--- config.mk ---
export PLATFORM = sky130hd
export DESIGN_NAME = lcs_scan_driver
export DESIGN_NICKNAME = d
export VERILOG_FILES = /design/src/rtl/lcs_level_sel.v /design/src/rtl/lcs_scan_driver.v
export VERILOG_INCLUDE_DIRS = /design/src /design/src/common
export SDC_FILE = /design/constraint.sdc
export NUM_CORES = 1
export LEC_CHECK = 0
export ABC_CLOCK_PERIOD_IN_PS = 8600
export BUFFER_PORTS_ARGS = -buffer_cell sky130_fd_sc_hd__buf_2
export CAP_MARGIN = 20
export CORE_UTILIZATION = 40
export CTS_CLUSTER_DIAMETER = 40
export CTS_CLUSTER_SIZE = 12
export DETAILED_ROUTE_END_ITERATION = 16
export PLACE_DENSITY = 0.67
export SLEW_MARGIN = 20
export SYNTH_ARGS = -nofsm -noshare
export SYNTH_HDL_FRONTEND = slang
export SYNTH_HIERARCHICAL = 1
export SYNTH_SLANG_ARGS = --single-unit
--- constraint.sdc ---
create_clock -name core_clk -period 8.6 [get_ports core_clk]
set_input_delay 0.86 -clock core_clk [delete_from_list [all_inputs] [get_ports core_clk]]
set_output_delay 0.86 -clock core_clk [all_outputs]
set_load 0.01 [all_outputs]
--- src/common/lcs_consts.vh ---
`ifndef LCS_CONSTS_VH
`define LCS_CONSTS_VH

// bits per shift-register half and total row count
`define LCS_HALF_BITS 80
`define LCS_ROWS      160
`define LCS_HALF_HI   79
`define LCS_ROWS_HI   159

// two-bit level codes, most positive bias first
`define LCS_LVL_TOP    2'h0
`define LCS_LVL_SECOND 2'h1
`define LCS_LVL_THIRD  2'h2
`define LCS_LVL_BOTTOM 2'h3

// shift_direction_select encodings
`define LCS_DIR_UP   1'h0
`define LCS_DIR_DOWN 1'h1

// chain_oe_n patterns, low = driving; index 0 = bit 1, 1 = bit 80, 2 = bit 81, 3 = bit 160
`define LCS_OE_NONE 4'hf
`define LCS_OE_UP   4'h5
`define LCS_OE_DOWN 4'ha

`endif

--- src/rtl/lcs_level_sel.v ---
`timescale 1ns/1ps
`default_nettype none
`include "lcs_consts.vh"

module lcs_level_sel (
    input  wire       scan_bit,
    input  wire       ac_phase,
    input  wire       blank_n,
    output reg  [1:0] level_code
);

    always @* begin
        if (!blank_n) begin
            level_code = `LCS_LVL_TOP;
        end else if (scan_bit) begin
            level_code = ac_phase ? `LCS_LVL_TOP : `LCS_LVL_BOTTOM;
        end else begin
            level_code = ac_phase ? `LCS_LVL_THIRD : `LCS_LVL_SECOND;
        end
    end

endmodule
`default_nettype wire

--- src/rtl/lcs_scan_driver.v ---
// Functional notes
// - two 80-bit bidirectional shift register halves
// - shift once per scan clock falling edge
// - direction low: input bits 1/81, shift up
// - direction high: input bits 80/160, shift down
// - chain-end output lags input by 80 edges
// - each row output follows its register bit
// - blank high, bit high: select level by phase
// - blank high, bit low: non-select level by phase
// - blank low forces all rows to top level
`timescale 1ns/1ps
`default_nettype none
`include "lcs_consts.vh"

module lcs_scan_driver (
    input  wire                         core_clk,
    input  wire                         rst,
    input  wire                         scan_shift_clock,
    input  wire                         shift_direction_select,
    input  wire                         ac_phase_input,
    input  wire                         display_blank_n,
    // chain-end pins: index 0 = bit 1, 1 = bit 80, 2 = bit 81, 3 = bit 160
    input  wire [3:0]                   chain_in,
    output reg  [3:0]                   chain_out,
    output reg  [3:0]                   chain_oe_n,
    output wire [2*`LCS_ROWS-1:0]       row_level_outputs
);

    ////////////////////////////////////////////////////////////////////////
    // input synchronisers; the scan clock is sampled, not used as a clock

    reg  [7:0] sync1_reg;
    reg  [7:0] sync2_reg;
    reg        clk_prev_reg;
    wire [7:0] raw_in = {scan_shift_clock, shift_direction_select, ac_phase_input,
                         display_blank_n, chain_in};

    always @(posedge core_clk) begin
        if (rst) begin
            sync1_reg    <= 8'h00;
            sync2_reg    <= 8'h00;
            clk_prev_reg <= 1'b0;
        end else begin
            sync1_reg    <= raw_in;
            sync2_reg    <= sync1_reg;
            clk_prev_reg <= sync2_reg[7];
        end
    end

    wire       clk_s   = sync2_reg[7];
    wire       dir_s   = sync2_reg[6];
    wire       phase_s = sync2_reg[5];
    wire       blank_s = sync2_reg[4];
    wire [3:0] din_s   = sync2_reg[3:0];
    // data is sampled as the scan clock falls; setup/hold at 100 ns covers sync skew
    wire       fall    = clk_prev_reg & ~clk_s;

    ////////////////////////////////////////////////////////////////////////
    // shift register: bits 0..79 and 80..159, no coupling between halves

    reg  [`LCS_ROWS_HI:0] sr_reg;
    reg  [`LCS_ROWS_HI:0] sr_next;

    always @* begin
        sr_next = sr_reg;
        if (fall) begin
            if (dir_s == `LCS_DIR_UP) begin
                sr_next[`LCS_HALF_HI:0] = {sr_reg[`LCS_HALF_HI-1:0], din_s[0]};
                sr_next[`LCS_ROWS_HI:`LCS_HALF_BITS] =
                    {sr_reg[`LCS_ROWS_HI-1:`LCS_HALF_BITS], din_s[2]};
            end else begin
                sr_next[`LCS_HALF_HI:0] = {din_s[1], sr_reg[`LCS_HALF_HI:1]};
                sr_next[`LCS_ROWS_HI:`LCS_HALF_BITS] =
                    {din_s[3], sr_reg[`LCS_ROWS_HI:`LCS_HALF_BITS+1]};
            end
        end
    end

    always @(posedge core_clk) begin
        if (rst) begin
            sr_reg <= {`LCS_ROWS{1'b0}};
        end else begin
            sr_reg <= sr_next;
        end
    end

    ////////////////////////////////////////////////////////////////////////
    // chain-end pins: far end drives, near end listens (oe low = driving)

    always @(posedge core_clk) begin
        if (rst) begin
            chain_out  <= 4'h0;
            chain_oe_n <= `LCS_OE_NONE;
        end else if (dir_s == `LCS_DIR_UP) begin
            chain_out  <= {sr_next[`LCS_ROWS_HI], 1'b0, sr_next[`LCS_HALF_HI], 1'b0};
            chain_oe_n <= `LCS_OE_UP;
        end else begin
            chain_out  <= {1'b0, sr_next[`LCS_HALF_BITS], 1'b0, sr_next[0]};
            chain_oe_n <= `LCS_OE_DOWN;
        end
    end

    ////////////////////////////////////////////////////////////////////////
    // per-row level selection

    genvar gi;
    generate
        for (gi = 0; gi < `LCS_ROWS; gi = gi + 1) begin : g_row
            lcs_level_sel u_sel (
                .scan_bit   (sr_reg[gi]),
                .ac_phase   (phase_s),
                .blank_n    (blank_s),
                .level_code (row_level_outputs[2*gi+1:2*gi])
            );
        end
    endgenerate

endmodule
`default_nettype wire

## Word level (Yosys, flattened, before mapping)

Index checks and enable logic that the tools add are counted.

| storage, ports and cells | value |
|---|---|
| register bits | 185 |
| input port bits | 10 |
| output and inout bits | 328 |
| logic and storage cells | 338 |

| operators by class | value |
|---|---|
| mux-type cells | 325 |
| bitwise logic cells | 3 |
| reduce and logical (&&, ||, !) cells | 2 |

Operator list:

| kind | number |
|---|---|
| $mux W2 | 322 |
| $mux W160 | 2 |
| $mux W4 | 1 |
| $reduce_or A2 Y1 | 2 |
| $not A1 Y1 | 2 |
| $and A1 B1 Y1 | 1 |

## Longest topological paths before layout

Gate-level depths: netlist of the first run.

| depth | value |
|---|---|
| depth after elaboration | 3 |
| depth in mapped cells | 6 |
| mapped depth without buffers | 3 |

## Modules after synthesis

The synthesis of the first run kept the hierarchy.

Modules (own cells, without submodules):

| module | times used | cells an instance | area each (µm²) | seq. area each (µm²) |
|---|---|---|---|---|
| lcs_scan_driver | 1 | 772 | 7975.1 | 3663.5 |
| lcs_level_sel | 160 | 3 | 23.8 | 0.0 |

## Worst setup path before layout of the first run

OpenSTA, ideal clock, no wires.

| timing path | value |
|---|---|
| path kind | reg-to-output |
| from | register sync2_reg[5] |
| to | output row_level_outputs[0] |
| arrival time | 7.248 ns |
| required time | 7.740 ns |
| setup slack | 0.492 ns |
| cell stages (with the launch flop) | 2 |
| path buffers | 0 |
| cells stage by stage | dfxtp_1 and2b_2 |

| on the way | value |
|---|---|
| cells in the longest elaborated chain, start to end | 3 |
| elaborated cells on any way between the ends | 4 |
| those cells by class | 4 x mux |

RTL lines:

| item | RTL line | RTL |
|---|---|---|
| from (decl) | lcs_scan_driver.v:33 | `reg [7:0] sync2_reg;` |
| from (signal assigned) | lcs_scan_driver.v:45 | `sync2_reg <= sync1_reg;` |
| $mux W2 (no line) | -- |  |
| $mux W2 * | lcs_level_sel.v:15 | `end else if (scan_bit) begin` |
| $mux W2 * | lcs_level_sel.v:13 | `if (!blank_n) begin` |
| to (decl) | lcs_scan_driver.v:26 | `` output wire [2*`LCS_ROWS-1:0] row_level_outputs `` |

Mark *: on every way between the ends. The rest lies on a longest branch, timed or not.

## Worst setup path in the final report of the first run

| timing path | value |
|---|---|
| from | register sync2_reg[5] |
| to | output row_level_outputs[5] |

The elaborated chain is that of the path after synthesis.

==> results.py, run 1 <==
metrics = {
    "final_layout": {
        "fin_nets": 1554,
        "utilization": 0.4895,
        "drive_above_1_share": 0.3667,
        "area_growth_pct": 19.92,
        "largest_register_ff_count": 160,
        "nFillCells": 2823,
        "final_area_sq_um": 14120,
        "stdcell_count": 1942,
    },
    "setup_path": {
        "worstPathMaxFanout": 86,
        "reg2regPathDepth": 5,
        "reg2reg_from": "sync2_reg[7]$_SDFF_PP0_",
        "worstSetupEndpointType": "output port",
        "timing.rr.end": "sr_reg[118]$_SDFFE_PP0P_",
        "arrival_ns": 2.80,
        "cp.required_ns": 7.74,
        "cp_top_family": "buffers and inverters",
        "r2r_slack_ns": 5.88,
        "path_cells": "buf_4 > xor2_1 > and2_1 > buf_2",
        "cpMaxStageDelayCell": "buf_4",
        "cp-start-kind": "register",
        "path_buf_inv": 2,
        "cpPeakStageDelay_ns": 0.87,
        "critPathKind": "register to output port",
    },
    "timing": {
        "relSlewSlack": 0.3272,
        "worstMarginPinSlew_ns": 1.009,
        "drv_slew": 0,
        "rsz0062_at_grt": "false",
        "final.setup.worst_slack_ns": 4.941,
        "fmax_mhz": 273.3,
        "hold_ws_ns": 0.4386,
        "final.period_utilization": 0.4255,
        "tns_ns": 0,
        "finalSetupViolCount": 0,
        "skew_ns": 0.01313,
        "hold_viol_final": 0,
        "period_minus_slack_ns": 3.659,
    },
    "clock_tree": {
        "postCtsSetupBuffers": 0,
        "clkSlewWorstSetupHoldPaths_ns": 0.07,
        "cts_buffers": 17,
        "clockRootBuffer": "clkbuf_16",
        "ctsHoldBuffers": 0,
        "cts_resized": 0,
        "cts-htree-levels": 4,
        "cts_buffer_depth": 2,
        "clkLatencyLatePin_ns": 0.42,
        "clkSinkCount": 183,
        "cts_tree": "yes",
    },
    "hold_path": {
        "hold-path-endpoint": "sync2_reg[4]$_SDFF_PP0_",
        "hp-class": "register to register",
        "hp-start": "sync1_reg[4]$_SDFF_PP0_",
        "hold_depth": 1,
    },
    "yosys": {
        "synthesis.nets": 1262,
        "synth_area_sq_um": 11780,
        "synth_most_common_cell": "dfxtp_1",
        "yosysSeqAreaShare": 0.3110,
        "synth-seq-cells": 183,
        "async_flop_share": 0,
        "synthTopCellsByArea": "dfxtp_1, mux2i_1, and2b_2, xor2_1, a211oi_1",
        "synth_top_cell_by_area": "dfxtp_1",
        "synth_edf_count": 0,
        "synth_top_area_frac": 0.3110,
        "ys_types": 21,
        "synthFlopType": "dfxtp_1",
        "yosysWarnings": 6,
        "postSynthAreaPerCell_sq_um": 9.408,
        "syn_inst": 1252,
    },
    "place": {
        "dp_hpwl_um": 16270,
        "place_congestion": 0.7485,
        "dpl-instance-area_sq_um": 13460,
        "dp.cells": 1906,
        "place.port_buffers": 337,
        "pre_cts_slack_ns": 5.162,
    },
    "die": {
        "start_util": 0.4082,
        "die_w_um": 173.6,
        "coreArea_sq_um": 28860,
        "die_h_um": 173.6,
        "io_pins": 338,
        "row_count": 62,
        "die-area_sq_um": 30140,
    },
    "drt": {
        "drtIter0Drc": 416,
        "route.vias.total": 9105,
        "avgViaCountPerCell": 4.688,
        "dr.pass1.iters": 4,
        "ant_nets": 0,
        "drc": 0,
        "wl_per_cell_um": 13.36,
        "wirelength_um": 25940,
    },
    "global_routing": {
        "grt_pass1_vias": 7868,
        "grt-ovfl-total": 0,
        "grt_max_degree": 177,
        "grtUsageTotal": 0.1634,
        "grt_pass1_wl_um": 41380,
        "antenna_found_initial": 2,
    },
    "power_and_ir_drop": {
        "total_power_mw": 1.953,
        "irDropWorstVdd_mv": 0.09704,
        "p_per_area_nw_per_um2": 138.3,
        "p_leak_nw": 6.894,
    },
    "run_status": {
        "status": "finished, final reports clean",
    },
    "run": {
        "maxCapViolCount": 0,
    },
}
-- per-layer routing --
metal	vias up	GRT usage	wire length [um]
met5	-	0	8
met4	2	0.03911	216
li1	4851	-	-
met3	16	0.03311	1061
met1	4027	0.2284	13120
met2	209	0.2569	11530
-- layout make-up --
| cell class | count | area (sq um) | area share |
|---|---|---|---|
| Clock inverter | 12 | 108.9 | 0.007707 |
| Multi-Input combinational cell | 993 | 7528 | 0.5330 |
| Clock buffer | 20 | 466.7 | 0.03304 |
| Timing Repair Buffer | 349 | 1863 | 0.1319 |
| Tap cell | 384 | 480.5 | 0.03402 |
| Sequential cell | 183 | 3675 | 0.2602 |
| Antenna cell | 1 | 2.502 | 0.0001772 |
-- worst max-delay path by stage --
stage                                  from  slack (ns)               endpoint  depth (start not counted)
floorplan           sync2_reg[5]$_SDFF_PP0_        0.49   row_level_outputs[0]                          1
global placement    sync2_reg[5]$_SDFF_PP0_        5.32   row_level_outputs[5]                          4
detailed placement  sync2_reg[4]$_SDFF_PP0_        5.16  row_level_outputs[12]                          3
CTS                 sync2_reg[4]$_SDFF_PP0_        4.69  row_level_outputs[12]                          3
global route        sync2_reg[5]$_SDFF_PP0_        4.74   row_level_outputs[5]                          4
finish              sync2_reg[5]$_SDFF_PP0_        4.94   row_level_outputs[5]                          4
-- power breakdown --
group	leakage, nW	internal [mW]	switching, mW	total (mW)
clock network	0.281	0.404	0.360	0.764
registers	1.49	0.876	0.0428	0.919
logic	5.12	0.128	0.142	0.270
-- placed cells by master, fill, tap and decap left out, types with 3 or more instances in the layout --
cell type and instances:
a211oi_2 26, mux2i_1 160, and2b_2 160, nor2_1 160, and2_1 160, xor2_1 160, buf_6 3, dfxtp_1 180
buf_2 336, nand2_1 8, a211oi_1 134, dfxtp_4 3, clkbuf_16 17, clkbuf_8 3, a21oi_1 4, buf_16 3
buf_4 6, nor2b_1 17, inv_6 4
-- logic make-up (layout without fill, tap and decap cells) --
kind of cell,after synthesis,count (layout),synth area share
AOI/OAI and AO/OA,164,164,0.1147
xor gates and xnor gates,160,160,0.1190
buffers and inverters,76,381,0.05024
DFF,183,183,0.3110
muxes,160,160,0.1360
other,0,1,0
and+or+nand+nor,509,509,0.2691
Note: power is estimated with default switching activity, not from simulation.
==> inputs of run 2 (changes only) <==
--- a/config.mk
+++ b/config.mk
@@ -6,14 +6,13 @@
 export SDC_FILE = /design/constraint.sdc
 export NUM_CORES = 1
 export LEC_CHECK = 0
-export ABC_CLOCK_PERIOD_IN_PS = 8600
+export ABC_CLOCK_PERIOD_IN_PS = 3400
 export BUFFER_PORTS_ARGS = -buffer_cell sky130_fd_sc_hd__buf_2
 export CAP_MARGIN = 20
 export CORE_UTILIZATION = 40
 export CTS_CLUSTER_DIAMETER = 40
 export CTS_CLUSTER_SIZE = 12
 export DETAILED_ROUTE_END_ITERATION = 16
-export PLACE_DENSITY = 0.67
 export SLEW_MARGIN = 20
 export SYNTH_ARGS = -nofsm -noshare
 export SYNTH_HDL_FRONTEND = slang
==> constraint.sdc (replaced) <==
create_clock -name core_clk -period 3.4 [get_ports core_clk]
set_input_delay 0.34 -clock core_clk [delete_from_list [all_inputs] [get_ports core_clk]]
set_output_delay 0.34 -clock core_clk [all_outputs]
set_load 0.01 [all_outputs]
==> run 2 against run 1 <==
  * Critical path depth stayed put
  * Sequential share of layout area shrank 0.28 points
  * Utilization rose by 0.54 points
  * Total power increased to 2.6 times the previous value
  * Critical path type unchanged
==> results.py, run 2 (same netlist as run 1, synthesis figures left out) <==
metrics = {
    "run_status": {
        "status": "finished, final reports clean",
    },
    "drt": {
        "avgViaCountPerCell": 4.715,
        "ant_nets": 0,
        "drtIter0Drc": 537,
        "route.vias.total": 9198,
        "dr.pass1.iters": 4,
        "wirelength_um": 26780,
        "wl_per_cell_um": 13.73,
        "drc": 0,
    },
    "final_layout": {
        "nFillCells": 2779,
        "antenna_cells": 0,
        "layout_common_cells": "buf_2, dfxtp_1",
        "largest_register_ff_count": 160,
        "final_area_sq_um": 14280,
        "multiInputGateArea_sq_um": 7528,
        "utilization": 0.4948,
        "area_growth_pct": 21.23,
        "seqCellArea_sq_um": 3675,
        "mostFrequentLayoutCell": "buf_2",
        "fin_nets": 1564,
        "drive_above_1_share": 0.3708,
    },
    "power_and_ir_drop": {
        "irDropWorstVdd_mv": 0.2384,
        "p_leak_nw": 6.975,
        "p_per_area_nw_per_um2": 353.9,
        "total_power_mw": 5.054,
    },
    "global_routing": {
        "use_met3": 0.03026,
        "antenna_found_initial": 0,
        "use_met1": 0.2501,
        "grt_pass1_wl_um": 43550,
        "grtUsageTotal": 0.1720,
        "grt-ovfl-total": 0,
        "grt_pass1_vias": 8028,
        "busiest_layer": "met2",
        "grt_max_degree": 257,
        "met2_usage": 0.2641,
    },
    "timing": {
        "final.period_utilization": 0.7407,
        "finalSetupViolCount": 0,
        "relSlewSlack": 0.4106,
        "drv_slew": 0,
        "final.setup.worst_slack_ns": 0.8815,
        "hold_viol_final": 0,
        "tns_ns": 0,
        "rsz0062_at_grt": "false",
        "period_minus_slack_ns": 2.518,
        "fmax_mhz": 397.1,
        "skew_ns": 0.01278,
        "worstMarginPinSlew_ns": 0.8841,
    },
    "setup_path": {
        "path_cells": "buf_12 > xor2_1 > and2_1 > buf_2",
        "path_buf_inv": 2,
        "reg2reg_from": "clk_prev_reg$_SDFF_PP0_",
        "cpMaxStageDelayCell": "dfxtp_4",
        "cpPeakStageDelay_ns": 0.86,
        "cp_top_family": "flip-flops",
        "worstSetupEndpointType": "output port",
        "cp.required_ns": 3.06,
        "critPathKind": "register to output port",
        "cp-startpoint": "sync2_reg[5]$_SDFF_PP0_",
        "worstPathMaxFanout": 95,
        "arrival_ns": 2.18,
        "cp-start-kind": "register",
    },
    "die": {
        "row_count": 62,
        "die_h_um": 173.6,
        "die_w_um": 173.6,
        "die-area_sq_um": 30140,
        "coreArea_sq_um": 28860,
        "io_pins": 338,
        "start_util": 0.4082,
    },
    "clock_tree": {
        "cts_buffers": 17,
        "cts_resized": 0,
        "clkSlewWorstSetupHoldPaths_ns": 0.07,
        "ctsHoldBuffers": 0,
        "cts_tree": "yes",
        "clkSinkCount": 183,
        "clkLatencyLatePin_ns": 0.43,
        "cts_buffer_depth": 2,
        "postCtsSetupBuffers": 0,
        "cts-htree-levels": 4,
        "clockRootBuffer": "clkbuf_16",
    },
    "run": {
        "maxCapViolCount": 0,
    },
    "place": {
        "dp_hpwl_um": 17230,
        "place_congestion": 0.7387,
        "dpl-instance-area_sq_um": 13650,
        "pre_cts_slack_ns": 1.317,
        "place.port_buffers": 337,
    },
    "hold_path": {
        "hp-start": "ac_phase_input",
        "hp-class": "input pin to register",
    },
}
==> run 2: changes by cell type in the layout (fill, tap and decap cells not counted), moves of 2 or more <==
cell,delta
buf_12,+8
buf_4,+6
buf_16,-2
buf_6,-2
clkinv_4,+2
clkinvlp_4,-2
inv_8,+2
==> run 2: worst reg2reg max path, cell delays in order (launching register included) <==
cell	delay, ns
dfxtp_1	0.32
nor2b_4	0.17
buf_12	0.30
buf_16	0.48
nor2_1	0.32
a211oi_1	0.24
==> run 2: path summary, 6_finish.rpt <==
check             slack [ns]  cells after the start                  endpoint
setup / recovery        0.88                      4    row_level_outputs[173]
hold / removal          0.13                      2   sync1_reg[5]$_SDFF_PP0_
setup reg to reg        1.48                      5  sr_reg[123]$_SDFFE_PP0P_
hold reg to reg         0.44                      1   sync2_reg[6]$_SDFF_PP0_
==> run 2: area by class of cell <==
cell class | count | share of cell area
clock buffer | 19 | 0.03172
sequential | 183 | 0.2573
timing repair buffer | 359 | 0.1394
clock inverter | 13 | 0.01069
multi-input combinational | 993 | 0.5272
tap | 384 | 0.03365
==> run 2: metal layers <==
metal,part of all wire,up-vias
met2,0.44,214
met3,0.042,13
met5,0,-
met4,0.0093,0
met1,0.51,4116
li1,-,4855
==> run 2: through the flow <==
| stage | std cells | hold slack (ns) |
|---|---|---|
| final | 1951 | 0.1302 |
| after global routing | 1951 | 0.1317 |
| after CTS | 1950 | 0.1079 |
| after detailed placement | 1918 | 0.4231 |
| after global placement | 1918 | 0.4178 |
| after floorplan | 1252 | 0.4124 |
==> run 2: power by group <==
part | leakage [nW] | switching (mW) | internal, mW
clock | 0.300 | 0.940 | 1.09
sequential | 1.49 | 0.114 | 2.22
combinational | 5.18 | 0.361 | 0.333
==> inputs of run 3 (changes only) <==
--- a/config.mk
+++ b/config.mk
@@ -6,13 +6,14 @@
 export SDC_FILE = /design/constraint.sdc
 export NUM_CORES = 1
 export LEC_CHECK = 0
-export ABC_CLOCK_PERIOD_IN_PS = 3400
+export ABC_CLOCK_PERIOD_IN_PS = 2060
 export BUFFER_PORTS_ARGS = -buffer_cell sky130_fd_sc_hd__buf_2
 export CAP_MARGIN = 20
 export CORE_UTILIZATION = 40
 export CTS_CLUSTER_DIAMETER = 40
 export CTS_CLUSTER_SIZE = 12
 export DETAILED_ROUTE_END_ITERATION = 16
+export PLACE_DENSITY = 0.67
 export SLEW_MARGIN = 20
 export SYNTH_ARGS = -nofsm -noshare
 export SYNTH_HDL_FRONTEND = slang
==> constraint.sdc (replaced) <==
create_clock -name core_clk -period 2.06 [get_ports core_clk]
set_input_delay 0.206 -clock core_clk [delete_from_list [all_inputs] [get_ports core_clk]]
set_output_delay 0.206 -clock core_clk [all_outputs]
set_load 0.01 [all_outputs]
==> run 3 against run 2 <==
  * Hold slack got worse by 0.11 ns
  * Combinational power up 79%
  * Setup slack lost 0.76 ns
  * Final area rose by 2.2%
  * Die area did not move
  * Routed wire length is 1.0% higher
  * Clock skew is 0.0040 ns lower
  * Global-route usage fell by 0.44 points
  * Utilization grew 1.1 points
  * Final cell count rose by 0.77%
  * Non-clock buffer count rose by 14
  * Critical path type unchanged
  * Largest cell class unchanged
==> results.py, run 3 (same netlist as run 1, synthesis figures left out) <==
metrics = {
    "die": {
        "row_count": 62,
        "die-area_sq_um": 30140,
        "io_pins": 338,
        "die_w_um": 173.6,
        "die_h_um": 173.6,
        "start_util": 0.4082,
        "coreArea_sq_um": 28860,
    },
    "drt": {
        "dr_wl_met2_um": 12020,
        "wirelength_um": 27050,
        "dr_wl_met3_um": 1400,
        "ant_nets": 0,
        "drc": 0,
        "drtIter0Drc": 417,
        "wl_per_cell_um": 13.76,
        "route.vias.total": 9323,
        "highest_layer": "met5",
        "wl_met1_um": 13410,
        "avgViaCountPerCell": 4.742,
        "dr.pass1.iters": 4,
    },
    "timing": {
        "hold_ws_ns": 0.01855,
        "hold_viol_final": 0,
        "finalSetupViolCount": 0,
        "drv_slew": 0,
        "tns_ns": 0,
        "period_minus_slack_ns": 1.935,
        "final.period_utilization": 0.9394,
        "skew_ns": 0.008795,
        "worstMarginPinSlew_ns": 0.6166,
        "rsz0062_at_grt": "false",
        "relSlewSlack": 0.5889,
        "final.setup.worst_slack_ns": 0.1248,
        "fmax_mhz": 516.8,
    },
    "clock_tree": {
        "clkSlewWorstSetupHoldPaths_ns": 0.07,
        "cts_buffer_depth": 2,
        "clkLatencyLatePin_ns": 0.42,
        "clockRootBuffer": "clkbuf_16",
        "cts_tree": "yes",
        "cts_buffers": 17,
        "clkSinkCount": 183,
        "cts-htree-levels": 4,
    },
    "setup_path": {
        "arrival_ns": 1.73,
        "r2r_slack_ns": 0.55,
        "reg2reg_from": "sync2_reg[6]$_SDFF_PP0_",
        "cp.required_ns": 1.85,
        "critPathKind": "register to output port",
        "worstSetupEndpointType": "output port",
        "cp-start-kind": "register",
        "cp-startpoint": "sync2_reg[5]$_SDFF_PP0_",
        "worstPathMaxFanout": 28,
    },
    "power_and_ir_drop": {
        "irDropWorstVdd_mv": 0.4601,
        "p_per_area_nw_per_um2": 565.3,
        "p_leak_nw": 7.110,
    },
    "final_layout": {
        "area_growth_pct": 23.89,
        "fin_nets": 1578,
        "drive_above_1_share": 0.3732,
        "largest_register_ff_count": 160,
        "nFillCells": 2704,
        "mostFrequentLayoutCell": "buf_2",
        "layout_common_cells": "buf_2, dfxtp_1",
    },
    "global_routing": {
        "grtUsageTotal": 0.1676,
        "grt-ovfl-total": 0,
        "grt_max_degree": 187,
        "grt_pass1_wl_um": 42770,
        "grt_pass1_vias": 8245,
        "antenna_found_initial": 4,
    },
    "place": {
        "place_congestion": 0.7372,
        "dp_hpwl_um": 17130,
        "place.port_buffers": 337,
        "pre_cts_slack_ns": 0.4601,
    },
    "run_status": {
        "status": "finished, final reports clean",
    },
    "hold_path": {
        "hp-start": "chain_in[1]",
        "hp-class": "input pin to register",
    },
    "run": {
        "maxCapViolCount": 0,
    },
}
## run 3: worst paths after layout
path / end / cells after the start
min: sync1_reg[1]$_SDFF_PP0_ / 2
max reg2reg: sr_reg[70]$_SDFFE_PP0P_ / 3
max: row_level_outputs[155] / 5
min reg2reg: sync2_reg[0]$_SDFF_PP0_ / 1
## run 3: power breakdown
group	internal, mW	switching [mW]	total (mW)
Clock	1.70	1.50	3.20
Combinational	0.597	0.643	1.24
Sequential	3.66	0.151	3.81
## run 3: repair_timing
| action | in CTS | in global routing |
|---|---|---|
| buffers inserted | 0 | 1 |
| pin swaps | 0 | 0 |
| hold endpoints to repair | 4 | 0 |
| hold buffers | 4 | 0 |
| gates resized for setup | 2 | 3 |
| setup endpoints to repair | 5 | 88 |
| gates cloned | 1 | 5 |
## run 3: cell type report
cell class | instances | area [sq um] | share of cell area
clock inverter | 14 | 141.4 | 0.009689
timing repair buffer | 373 | 2336 | 0.1601
antenna | 1 | 2.502 | 0.0001715
multi-input combinational | 993 | 7528 | 0.5159
clock buffer | 18 | 429.2 | 0.02941
tap | 384 | 480.5 | 0.03292
sequential | 183 | 3675 | 0.2518
## run 3: critical path, cell delays in order (launching register included)
cell,delay (ns)
dfxtp_4,0.39
buf_12,0.19
buf_16,0.22
xor2_1,0.15
and2_1,0.18
buf_2,0.15
## run 3: metrics by stage
step	cell area, sq um	total power, mW	cells	utilization
6_report	14590	8.250	1966	0.5057
5_1_grt	14590	8.633	1965	0.5056
4_1_cts	14440	8.327	1959	0.5002
3_5_place_dp	13780	5.089	1922	0.4774
3_3_place_gp	13780	5.062	1922	0.4774
2_1_floorplan	11780	4.764	1252	-
## run 3: metal layers
layer  vias up  global-route usage
li1       4887                   -
met3        18             0.03904
met4         6             0.03289
met1      4187              0.2277
met5         -                   0
met2       225              0.2711
